==> src/rtl/bma_pkg.sv <==
package bma_pkg;

    localparam int unsigned BMA_XLEN          = 32;
    localparam int unsigned BMA_IMM_W         = 5;
    localparam int unsigned BMA_LEN_LSB       = 5;
    localparam int unsigned BMA_POS_LSB       = 0;
    localparam logic [31:0] BMA_RESULT_RESET  = 32'h0000_0000;
    localparam int unsigned BMA_EXT_ENABLE    = 1;
    localparam int unsigned BMA_EXEC_CYCLES   = 1;
    localparam logic [1:0]  BMA_RADIX_BIT1    = 2'h0;
    localparam logic [1:0]  BMA_RADIX_BIT2    = 2'h1;
    localparam logic [1:0]  BMA_RADIX_BIT3    = 2'h2;
    localparam logic [1:0]  BMA_RADIX_ALIAS   = 2'h3;

    typedef enum logic [2:0] {
        BMA_OP_SIGNED_FIELD_EXTRACT   = 3'b000,
        BMA_OP_UNSIGNED_FIELD_EXTRACT = 3'b001,
        BMA_OP_FIELD_INSERT           = 3'b010,
        BMA_OP_FIELD_CLEAR            = 3'b011,
        BMA_OP_FIELD_SET              = 3'b100,
        BMA_OP_GROUP_BIT_REVERSE      = 3'b101
    } bma_op_type;

    typedef struct packed {
        logic        valid;
        bma_op_type  op;
        logic        use_reg;
        logic [31:0] rs1;
        logic [31:0] rs2;
        logic [4:0]  length_or_radix_imm;
        logic [4:0]  position_or_shift_imm;
    } bma_req_type;

    typedef struct packed {
        logic        valid;
        logic        illegal;
        logic [31:0] result;
    } bma_rsp_type;

endpackage

==> src/rtl/bma_bit_reverse.sv <==
`timescale 1ns/100ps
module bma_bit_reverse
    import bma_pkg::*;
(
    input  wire logic [31:0] operand,
    input  wire logic [4:0]  position_or_shift_imm,
    input  wire logic [1:0]  length_or_radix_imm,
    output logic      [31:0] result
);
    logic [31:0] shifted;
    logic [31:0] rev1;
    logic [31:0] rev2;
    logic [31:0] rev3;

    // Upper bits are thrown away so only the low 32-shift bits take part
    assign shifted = operand << position_or_shift_imm;

    genvar gi;
    generate
        for (gi = 0; gi < 32; gi++) begin : g_bit
            assign rev1[gi] = shifted[31 - gi];
        end
        for (gi = 0; gi < 16; gi++) begin : g_pair
            assign rev2[2*gi +: 2] = shifted[30 - 2*gi +: 2];
        end
        // Ten triples; bits 1:0 of the shifted word fall off the bottom
        for (gi = 0; gi < 10; gi++) begin : g_tri
            assign rev3[3*gi +: 3] = shifted[29 - 3*gi +: 3];
        end
    endgenerate
    assign rev3[31:30] = 2'h0;

    assign result = (length_or_radix_imm == BMA_RADIX_BIT2) ? rev2 :
                    (length_or_radix_imm == BMA_RADIX_BIT3) ? rev3 :
                    rev1;
endmodule

==> src/rtl/bma_bit_manip_alu.sv <==
`timescale 1ns/100ps
module bma_bit_manip_alu
    import bma_pkg::*;
#(
    parameter int unsigned CUSTOM_EXT_ENABLE_PARAM = BMA_EXT_ENABLE
)(
    input  wire logic                 mclk,
    input  wire logic                 nrst,
    input  wire bma_pkg::bma_req_type req,
    output bma_pkg::bma_rsp_type      rsp
);
    import bma_pkg::*;

    logic [4:0]  field_len;
    logic [4:0]  field_pos;
    logic [5:0]  field_top;
    logic [31:0] len_mask;
    logic [31:0] field_mask;
    logic [31:0] extract_raw;
    logic [31:0] extract_sext;
    logic [31:0] extract_zext;
    logic [31:0] insert_val;
    logic [31:0] reverse_val;
    logic [31:0] result_next;
    logic        ext_on;
    logic        sign_bit;
    bma_rsp_type rsp_reg;
    bma_rsp_type rsp_next;

    // Ones in bits [n:0]
    function automatic logic [31:0] low_ones(input logic [4:0] n);
        low_ones = 32'hffff_ffff >> (5'd31 - n);
    endfunction

    assign ext_on    = (CUSTOM_EXT_ENABLE_PARAM == 1);
    assign field_len = req.use_reg ? req.rs2[BMA_LEN_LSB +: BMA_IMM_W]
                                   : req.length_or_radix_imm;
    assign field_pos = req.use_reg ? req.rs2[BMA_POS_LSB +: BMA_IMM_W]
                                   : req.position_or_shift_imm;
    // Field top is clipped at bit 31, so long fields simply run off the word
    assign field_top = ({1'b0, field_len} + {1'b0, field_pos} > 6'd31) ? 6'd31
                       : {1'b0, field_len} + {1'b0, field_pos};
    assign len_mask   = low_ones(field_len);
    assign field_mask = len_mask << field_pos;

    assign extract_raw  = req.rs1 >> field_pos;
    assign extract_zext = extract_raw & low_ones(5'(field_top - {1'b0, field_pos}));
    assign sign_bit     = req.rs1[field_top[4:0]];
    assign extract_sext = extract_zext |
                          (sign_bit ? ~low_ones(5'(field_top - {1'b0, field_pos})) : 32'h0);
    assign insert_val   = (req.rs1 & ~field_mask) | ((req.rs1 << field_pos) & field_mask);

    bma_bit_reverse u_reverse (
        .operand               (req.rs1),
        .position_or_shift_imm (req.position_or_shift_imm),
        .length_or_radix_imm   (req.length_or_radix_imm[1:0]),
        .result                (reverse_val)
    );

    always_comb begin
        result_next = BMA_RESULT_RESET;
        unique case (req.op)
            BMA_OP_SIGNED_FIELD_EXTRACT:   result_next = extract_sext;
            BMA_OP_UNSIGNED_FIELD_EXTRACT: result_next = extract_zext;
            BMA_OP_FIELD_INSERT:           result_next = insert_val;
            BMA_OP_FIELD_CLEAR:            result_next = req.rs1 & ~field_mask;
            BMA_OP_FIELD_SET:              result_next = req.rs1 | field_mask;
            BMA_OP_GROUP_BIT_REVERSE:      result_next = reverse_val;
            default:                       result_next = BMA_RESULT_RESET;
        endcase
    end

    assign rsp_next.valid   = req.valid;
    assign rsp_next.illegal = req.valid & ~ext_on;
    assign rsp_next.result  = ext_on ? result_next : BMA_RESULT_RESET;

    // Registered so the writeback sees a flop output at the end of execute
    always_ff @(posedge mclk or negedge nrst) begin
        if (!nrst) begin
            rsp_reg <= '0;
        end else begin
            rsp_reg <= rsp_next;
        end
    end
    assign rsp = rsp_reg;

    property p_set_result;
        @(posedge mclk) disable iff (!nrst)
        (req.valid && req.op == BMA_OP_FIELD_SET && ext_on)
            |=> (rsp.result == ($past(req.rs1) | $past(field_mask)));
    endproperty
    a_set_result: assert property (p_set_result) else $error("set result wrong");

    property p_clear_result;
        @(posedge mclk) disable iff (!nrst)
        (req.valid && req.op == BMA_OP_FIELD_CLEAR && ext_on)
            |=> ((rsp.result & $past(field_mask)) == 32'h0);
    endproperty
    a_clear_result: assert property (p_clear_result) else $error("clear left ones");

    property p_outside_kept;
        @(posedge mclk) disable iff (!nrst)
        (req.valid && ext_on && (req.op == BMA_OP_FIELD_CLEAR || req.op == BMA_OP_FIELD_SET
            || req.op == BMA_OP_FIELD_INSERT))
            |=> ((rsp.result & ~$past(field_mask)) == ($past(req.rs1) & ~$past(field_mask)));
    endproperty
    a_outside_kept: assert property (p_outside_kept) else $error("outside bits changed");

    property p_zext_top;
        @(posedge mclk) disable iff (!nrst)
        (req.valid && ext_on && req.op == BMA_OP_UNSIGNED_FIELD_EXTRACT && field_top < 6'd31)
            |=> (rsp.result[31] == 1'b0);
    endproperty
    a_zext_top: assert property (p_zext_top) else $error("zext top bit set");

    property p_sext_sign;
        @(posedge mclk) disable iff (!nrst)
        (req.valid && ext_on && req.op == BMA_OP_SIGNED_FIELD_EXTRACT)
            |=> (rsp.result[31] == $past(sign_bit));
    endproperty
    a_sext_sign: assert property (p_sext_sign) else $error("sign bit wrong");

    property p_insert_low;
        @(posedge mclk) disable iff (!nrst)
        (req.valid && ext_on && req.op == BMA_OP_FIELD_INSERT && field_pos == 5'd0)
            |=> ((rsp.result & $past(len_mask)) == ($past(req.rs1) & $past(len_mask)));
    endproperty
    a_insert_low: assert property (p_insert_low) else $error("insert field wrong");

    // Any nonzero shift pushes a zero into bit 0 first, so bit 31 must then read zero
    property p_rev_bit;
        @(posedge mclk) disable iff (!nrst)
        (req.valid && ext_on && req.op == BMA_OP_GROUP_BIT_REVERSE
            && req.length_or_radix_imm[1:0] != BMA_RADIX_BIT2
            && req.length_or_radix_imm[1:0] != BMA_RADIX_BIT3)
            |=> (rsp.result[31] == ($past(req.rs1[0])
                && $past(req.position_or_shift_imm) == 5'd0));
    endproperty
    a_rev_bit: assert property (p_rev_bit) else $error("bit mirror wrong");

    property p_rev_tri_top;
        @(posedge mclk) disable iff (!nrst)
        (req.valid && ext_on && req.op == BMA_OP_GROUP_BIT_REVERSE
            && req.length_or_radix_imm[1:0] == BMA_RADIX_BIT3)
            |=> (rsp.result[31:30] == 2'h0);
    endproperty
    a_rev_tri_top: assert property (p_rev_tri_top) else $error("triple top not zero");

    property p_rev_pair;
        @(posedge mclk) disable iff (!nrst)
        (req.valid && ext_on && req.op == BMA_OP_GROUP_BIT_REVERSE
            && req.length_or_radix_imm[1:0] == BMA_RADIX_BIT2 && req.position_or_shift_imm == 5'd0)
            |=> (rsp.result[31:30] == $past(req.rs1[1:0]));
    endproperty
    a_rev_pair: assert property (p_rev_pair) else $error("pair swap wrong");

    property p_illegal;
        @(posedge mclk) disable iff (!nrst)
        req.valid |=> (rsp.valid && rsp.illegal == !ext_on);
    endproperty
    a_illegal: assert property (p_illegal) else $error("illegal flag wrong");

    property p_zext_clean;
        @(posedge mclk) disable iff (!nrst)
        (req.valid && ext_on && req.op == BMA_OP_UNSIGNED_FIELD_EXTRACT)
            |=> ((rsp.result & ~$past(len_mask)) == 32'h0);
    endproperty
    a_zext_clean: assert property (p_zext_clean) else $error("zext upper bits set");

    // A clipped field is narrower than len+1, so the fill may reach below bit len
    property p_sext_fill;
        @(posedge mclk) disable iff (!nrst)
        (req.valid && ext_on && req.op == BMA_OP_SIGNED_FIELD_EXTRACT)
            |=> ($past(sign_bit) ? ((rsp.result | $past(len_mask)) == 32'hffff_ffff)
                                 : ((rsp.result & ~$past(len_mask)) == 32'h0));
    endproperty
    a_sext_fill: assert property (p_sext_fill) else $error("sign fill wrong");

    property p_rev_tri_low;
        @(posedge mclk) disable iff (!nrst)
        (req.valid && ext_on && req.op == BMA_OP_GROUP_BIT_REVERSE
            && req.length_or_radix_imm[1:0] == BMA_RADIX_BIT3 && req.position_or_shift_imm == 5'd0)
            |=> (rsp.result[2:0] == $past(req.rs1[31:29]));
    endproperty
    a_rev_tri_low: assert property (p_rev_tri_low) else $error("triple swap wrong");

    property p_rev_pair_low;
        @(posedge mclk) disable iff (!nrst)
        (req.valid && ext_on && req.op == BMA_OP_GROUP_BIT_REVERSE
            && req.length_or_radix_imm[1:0] == BMA_RADIX_BIT2 && req.position_or_shift_imm == 5'd0)
            |=> (rsp.result[1:0] == $past(req.rs1[31:30]));
    endproperty
    a_rev_pair_low: assert property (p_rev_pair_low) else $error("pair low wrong");

    property p_off_zero;
        @(posedge mclk) disable iff (!nrst)
        (req.valid && !ext_on) |=> (rsp.result == 32'h0);
    endproperty
    a_off_zero: assert property (p_off_zero) else $error("result not zero");

    c_extract: cover property (@(posedge mclk) disable iff (!nrst)
        req.valid && req.op == BMA_OP_SIGNED_FIELD_EXTRACT && sign_bit);
    c_insert: cover property (@(posedge mclk) disable iff (!nrst)
        req.valid && req.op == BMA_OP_FIELD_INSERT && field_top == 6'd31);
    c_rev3: cover property (@(posedge mclk) disable iff (!nrst)
        req.valid && req.op == BMA_OP_GROUP_BIT_REVERSE && req.length_or_radix_imm[1:0] == 2'h2);
    c_rev_alias: cover property (@(posedge mclk) disable iff (!nrst)
        req.valid && req.op == BMA_OP_GROUP_BIT_REVERSE
        && req.length_or_radix_imm[1:0] == BMA_RADIX_ALIAS);
    c_off: cover property (@(posedge mclk) disable iff (!nrst) req.valid && !ext_on);
endmodule

==> config.mk <==
export PLATFORM = sky130hd
export DESIGN_NAME = bma_bit_manip_alu
export DESIGN_NICKNAME = d
export VERILOG_FILES = /design/src/rtl/bma_pkg.sv /design/src/rtl/bma_bit_reverse.sv /design/src/rtl/bma_bit_manip_alu.sv
export SDC_FILE = /design/constraint.sdc
export NUM_CORES = 1
export LEC_CHECK = 0
export ABC_AREA = 1
export BUFFER_PORTS_ARGS = -buffer_cell sky130_fd_sc_hd__buf_2
export CORE_MARGIN = 4
export CORE_UTILIZATION = 30
export CTS_CLUSTER_SIZE = 16
export DETAILED_ROUTE_END_ITERATION = 12
export GPL_TIMING_DRIVEN = 0
export SLEW_MARGIN = 40
export SYNTH_ARGS = -nofsm -noshare
export SYNTH_HDL_FRONTEND = slang
export SYNTH_SLANG_ARGS = --single-unit
==> constraint.sdc <==
create_clock -name mclk -period 0.8 [get_ports mclk]
set_input_delay 0.16 -clock mclk [delete_from_list [all_inputs] [get_ports mclk]]
set_output_delay 0.16 -clock mclk [all_outputs]
set_load 0.005 [all_outputs]
==> metrics.md, run 1 <==
| Metric | Value |
|---|---|
| Antenna Cells | `0` |
| Final setup fails | `65` |
| Count leader, synth | `nand2_1` |
| RSZ-0062 raised after global routing | `yes` |
| Critical path origin | `req[74]` |
| Async set-or-reset flop fraction in the synthesized netlist | `1.00` |
| Netlist cell types | `44` |
| Crit path capture | `rsp[26]` |
| Tcrit/Tclk final | `4.63` |
| Vias in the first global route | `17300` |
| Share of cells above drive strength 1 | `0.177` |
| Synth area leaders | `nand3_1, nand2_1, dfrtp_1` |
| DRC violations left | `0` |
| Switching Fraction | `0.601` |
| Slew headroom | `0.427` |
| Total negative setup slack | `-90.16 ns` |
| Cell type with the largest total area after synthesis | `nand3_1` |
| Clock-pin slew on the worst setup and hold paths | `~0.05 ns` |
| Die Width | `203 µm` |
| Top cells by count, synth | `nand2_1, nand3_1, inv_1` |
| Root buffer cell | `clkbuf_16` |
| CP Launch Type | `input port` |
| Routed vias | `18200` |
| All-layer global routing usage | `0.420` |
| Initial Utilization | `0.303` |
| Die height | `203 µm` |
| H-tree levels | `2` |
| Critical path endpoint category | `flip-flop` |
| Via density | `6.09` |
| # hold bufs at CTS | `1` |
| Post-layout min period | `3.70 ns` |
| CTS max path bufs | `2` |
| Mapped Cells | `about 2300` |
| Fin Hold WS | `-0.0774 ns` |
| Seq pwr share | `0.090` |
| WP data arrival | `a little under 4 ns` |
| Nets@finish | `between 2000 and 3000` |
| Register area share after synthesis | `0.0726` |
| Top FF cell, synth | `dfrtp_1` |
| Post-synth EDFFs | `0` |
| CP dominant cell by count | `buf_12` |
| Area share of the largest cell type after synthesis | `0.303` |
| Routed wl met2 | `37500 µm` |
| Required @ worst endpoint | `around 0.95 ns` |
| Post-route ant nets | `0` |
| Status | `complete, but fails checks` |
| Die Area | `0.0411 mm²` |
| Clk pwr share | `0.096` |
| Wl on met1 | `34400 µm` |
| Largest register FFs | `33` |
| Clock tree from TritonCTS | `done` |
| Final hold violations | `33` |
| Fin worst setup slack | `-2.90 ns` |
| Inserted Clock Buffers | `5` |
| Critical Setup Path Class | `input port to flip-flop` |
| Core Region | `0.0376 mm²` |
| Layout area overhead | `24.4%` |
| Failing checks | `negative hold slack, negative setup slack` |
| Syn Nets | `roughly 2400` |
| Port bufs | `88` |
| Row cnt | `71` |
| Max Clk Rate | `270 MHz` |
| PwrDens | `1650 mW/mm²` |
| VDD IR max | `1.16 mV` |
| Layout fillers | `4422` |
| Mean Syn Cell Area | `4.89 µm²` |
| Met3 Wirelength | `11300 µm` |
| Final Power | `23.3 mW` |
| Leak | `approximately 7.3 nW` |
| GRT overflow | `0` |
| Io pins | `around 120` |
| Register area | `826 µm²` |
| GPL Wtd Cong | `1.08` |
| P_sw | `14.0 mW` |
| Worst slew pin tran | `0.859 ns` |
| Global-route wire length before repair | `125000 µm` |
| Min-Delay Path Class | `input port to async pin` |
| Comb power frac | `0.814` |
| CP peak stage delay | `0.36 ns` |
| First drt pass iteration count | `6` |
| Critical Path Fanout Max | `10` |
| Clock Sinks | `33` |
| Routed length per placed instance | `29.9 µm` |
| P_int | `9.30 mW` |
| Total of max-cap violations | `0` |
| Synthesized area | `approximately 0.011 mm²` |
| Ys Warns | `0` |
| WL final | `approximately 90000 µm` |
| CP max stage cell | `fa_2` |
| Synth Register Bits | `33` |
| Initial antenna violation count | `1` |
| Final HPWL DP | `71200 µm` |
| Initial DRC Count | `2581` |
| Fin. max-slew vios | `0` |
| Multi-input logic area | `0.00990 mm²` |
| Max Used Layer | `met5` |
| Largest net degree at the start of global routing | `34` |
per-stage QoR:
step	util	hold slack, ns	setup slack (ns)	cell area (µm²)	cells
floorplan	-	-0.136	-2.66	11500	2327
detailed placement	0.335	0.246	-4.21	12600	2927
CTS	0.368	-0.0516	-2.78	13800	2978
global route	0.377	-0.00333	-3.07	14200	2987
global placement	0.334	0.221	-4.49	12600	2926
finish	0.377	-0.0774	-2.90	14200	2987
power groups by stage:
stage,clock network [mW],logic [mW],registers (mW)
6_report,2.23,19.0,2.11
5_1_grt,2.33,19.9,2.15
4_1_cts,2.26,17.5,2.11
3_5_place_dp,0,15.2,2.13
3_3_place_gp,0,15.3,2.12
2_1_floorplan,0,9.01,2.20
how the worst min path moves through the flow:
stage | from | endpoint | slack, ns
floorplan | nrst | rsp[0] | -0.14
global placement | nrst | rsp[33] | 0.22
CTS | nrst | rsp[23] | -0.05
detailed placement | nrst | rsp[23] | 0.25
global route | nrst | rsp[23] | -0.003
finish | nrst | rsp[14] | -0.08
placed cells by master (no fill, tap or decap), types with 15 or more instances in the layout:
| cell | Yosys | layout |
|---|---|---|
| a21oi_1 | 42 | 32 |
| buf_2 | 59 | 119 |
| buf_4 | 16 | 65 |
| clkbuf_1 | 49 | 38 |
| dfrtp_1 | 33 | 33 |
| inv_1 | 140 | 131 |
| nand2_1 | 859 | 829 |
| nand2_2 | 20 | 37 |
| nand2_4 | 9 | 18 |
| nand3_1 | 690 | 681 |
| nand3_2 | 8 | 15 |
| nand4_1 | 23 | 23 |
| nor2_1 | 119 | 92 |
| nor2_2 | 4 | 19 |
| nor2_4 | 10 | 22 |
| o211ai_1 | 23 | 23 |
| o21ai_0 | 89 | 68 |
| o21ai_1 | 33 | 37 |
| o21ai_2 | 1 | 15 |
critical path, delay by kind of cell:
kind                     cells  cell delay [ns]
buffers and inverters        8             1.02
adder cells (fa/ha/maj)      2             0.61
AND/OR/NAND/NOR             11             1.34
AO/OA/AOI/OAI                3             0.60
XOR/XNOR                     1             0.07
layer usage:
layer	vias up	GRT usage
met5	-	0
li1	8030	-
met1	8551	0.540
met2	1306	0.642
met3	303	0.119
met4	2	0.212
cells by family after synthesis:
group	after synthesis	share of synthesized area
buf+inv	308	0.120
other cells	1	0.000330
fa+ha+maj	10	0.0123
flops	33	0.0726
compound gates	197	0.0954
xor+xnor	5	0.00385
simple gates	1773	0.696
area by class of cell:
class / count / area share
inverters: 161 / 0.0456
multi-input cells: 1986 / 0.699
clock inverters: 1 / 0.00212
flip-flops and latches: 33 / 0.0584
well taps: 511 / 0.0452
plain buffers: 147 / 0.0730
clock buffers: 7 / 0.0101
repair buffers: 141 / 0.0663
timing repair:
item	4_1_cts	5_1_grt
setup buffers	40	8
hold endpoints to repair	34	7
gates cloned	2	0
endpoints found under the setup margin	65	65
resized for setup	184	84
pin swaps	66	46
Power figures use the tool's default switching activity.
==> run 2, diff against run 1 <==
- BUFFER_PORTS_ARGS: -buffer_cell sky130_fd_sc_hd__buf_2 -> -buffer_cell sky130_fd_sc_hd__buf_4
- CTS_BUF_LIST: unset -> sky130_fd_sc_hd__clkbuf_16
- HOLD_SLACK_MARGIN: unset -> 0.08
==> metrics.md, run 2 (synthesis results as in run 1) <==
| Metric | Value |
|---|---|
| DRC violations left | `0` |
| All-layer global routing usage | `0.413` |
| Clock Sinks | `33` |
| Final HPWL DP | `71100 µm` |
| Die height | `203 µm` |
| Critical Setup Path Class | `input port to flip-flop` |
| Final hold violations | `0` |
| Slew headroom | `0.372` |
| Largest register FFs | `33` |
| Fin. max-slew vios | `0` |
| Core Region | `0.0376 mm²` |
| VDD IR max | `0.972 mV` |
| Worst slew pin tran | `0.933 ns` |
| Share of cells above drive strength 1 | `0.162` |
| Max Clk Rate | `271 MHz` |
| First drt pass iteration count | `6` |
| Clock-pin slew on the worst setup and hold paths | `0.05 ns` |
| Final Power | `between 20 and 25 mW` |
| Row cnt | `71` |
| Final setup fails | `65` |
| H-tree levels | `2` |
| Failing checks | `negative setup slack` |
| Largest net degree at the start of global routing | `34` |
| Met2 usage | `0.628` |
| GRT overflow | `0` |
| Fin worst setup slack | `-2.89 ns` |
| GPL Wtd Cong | `1.11` |
| Routed length per placed instance | `29.6 µm` |
| Clock tree from TritonCTS | `done` |
| Die Area | `slightly above 0.04 mm²` |
| PwrDens | `between 1500 and 2000 mW/mm²` |
| Required @ worst endpoint | `0.94 ns` |
| Layout area overhead | `25.7%` |
| Die Width | `between 200 and 250 µm` |
| Tcrit/Tclk final | `4.62` |
| Gr busiest metal | `met2` |
| Post-route ant nets | `0` |
| Placed Cells | `approximately 2900` |
| Routed vias | `18300` |
| Port bufs | `88` |
| RSZ-0062 raised after global routing | `yes` |
| Critical path endpoint category | `flip-flop` |
| Initial DRC Count | `2897` |
| Inserted Clock Buffers | `5` |
| Total negative setup slack | `-92.14 ns` |
| Vias in the first global route | `17100` |
| Io pins | `115` |
| Grt met3 use | `0.0965` |
| Post-layout min period | `3.69 ns` |
| Met1 Usage GRT | `0.547` |
| Most frequent cells in the layout | `nand2_1, nand3_1, inv_1` |
| Most common cell after layout, fill and taps aside | `nand2_1` |
| WL final | `88600 µm` |
| Nets@finish | `approximately 2600` |
| Leak | `7.29 nW` |
| WP data arrival | `~3.8 ns` |
| Root buffer cell | `clkbuf_16` |
| Via density | `about 6.1` |
| Global-route wire length before repair | `123000 µm` |
| CTS max path bufs | `2` |
| CP Launch Type | `input port` |
| Critical Path Fanout Max | `10` |
| Status | `complete, but fails checks` |
| Fin cells | `2992` |
| Total of max-cap violations | `0` |
| Min-Delay Path Class | `input port to flip-flop` |
| Antenna Cells | `0` |
| Initial antenna violation count | `2` |
| Initial Utilization | `0.303` |
## run 2: cell count changes in the layout (fill, tap and decap cells not counted), moves of 6 or more
cell,change
buf_6,+39
clkbuf_1,+8
clkbuf_2,-10
nor2_2,-10
nand3_2,-7
nand3_1,+7
o21ai_0,+6
nor2_1,+10
nand2_2,-8
buf_4,+56
buf_2,-82
## run 2: metal layers
layer  vias to the layer above  share of wire
met5                         -        0.00067
li1                       8048              -
met2                      1367           0.42
met3                       277           0.12
met1                      8621           0.39
met4                         4          0.067
## run 2: worst paths after layout
path,from,end,slack [ns],cells past startpoint
worst max-delay path,req[74],rsp[25],-2.89,28
worst min-delay path,req[58],rsp[16],0.32,3
max in group asynchronous,nrst,rsp[3],0.16,2
min in group asynchronous,nrst,rsp[8],0.35,2
## run 2: area by class of cell
class / count / area (µm²)
Buffer: 147 / 967
Clock buffer: 5 / 125
Clock inverter: 3 / 13.8
Fill cell: 4383 / 23300
Inverter: 161 / 639
Multi-Input combinational cell: 1986 / 9750
Sequential cell: 33 / 826
Tap cell: 511 / 639
Timing Repair Buffer: 146 / 1350
## run 2: timing repair
action	4_1_cts	5_1_grt
buffers inserted	47	8
cloned	1	0
setup endpoints to repair	65	65
hold buffers	2	0
resized for setup	187	45
pin swaps	32	29
endpoints found under the hold margin	34	0
## run 2: through the flow
stage,hold WS (ns),utilization,instance area (µm²),setup WS [ns]
after floorplan,-0.136,-,11500,-2.66
after global placement,0.104,0.340,12800,-4.66
after detailed placement,0.116,0.341,12800,-4.17
after CTS,0.297,0.375,14100,-2.79
after global routing,0.339,0.381,14300,-3.01
final,0.322,0.381,14300,-2.89
## run 2: power by group
part / total, mW / internal (mW) / switching [mW]
clock: 1.76 / 1.12 / 0.639
sequential: 2.21 / 2.03 / 0.175
combinational: 19.0 / 6.03 / 13.0
total: 23.0 / 9.18 / 13.8
## run 2: worst max-delay path: stages
cell	delay, ns
buf_12	0.11
inv_8	0.04
or2_4	0.23
o21ai_4	0.09
inv_2	0.11
buf_12	0.14
buf_12	0.13
ha_4	0.26
nand2_4	0.06
nand2_4	0.06
a21oi_4	0.23
nand2_4	0.10
nor2_4	0.17
nand2_2	0.08
fa_2	0.37
nand3b_1	0.19
nand2_2	0.10
xor2_2	0.19
inv_1	0.08
nand3_2	0.11
nand2_8	0.11
nand3_4	0.14
buf_6	0.18
nor2_1	0.05
nand3_1	0.06
nand3_1	0.07
nor2_1	0.09
nand2_1	0.11
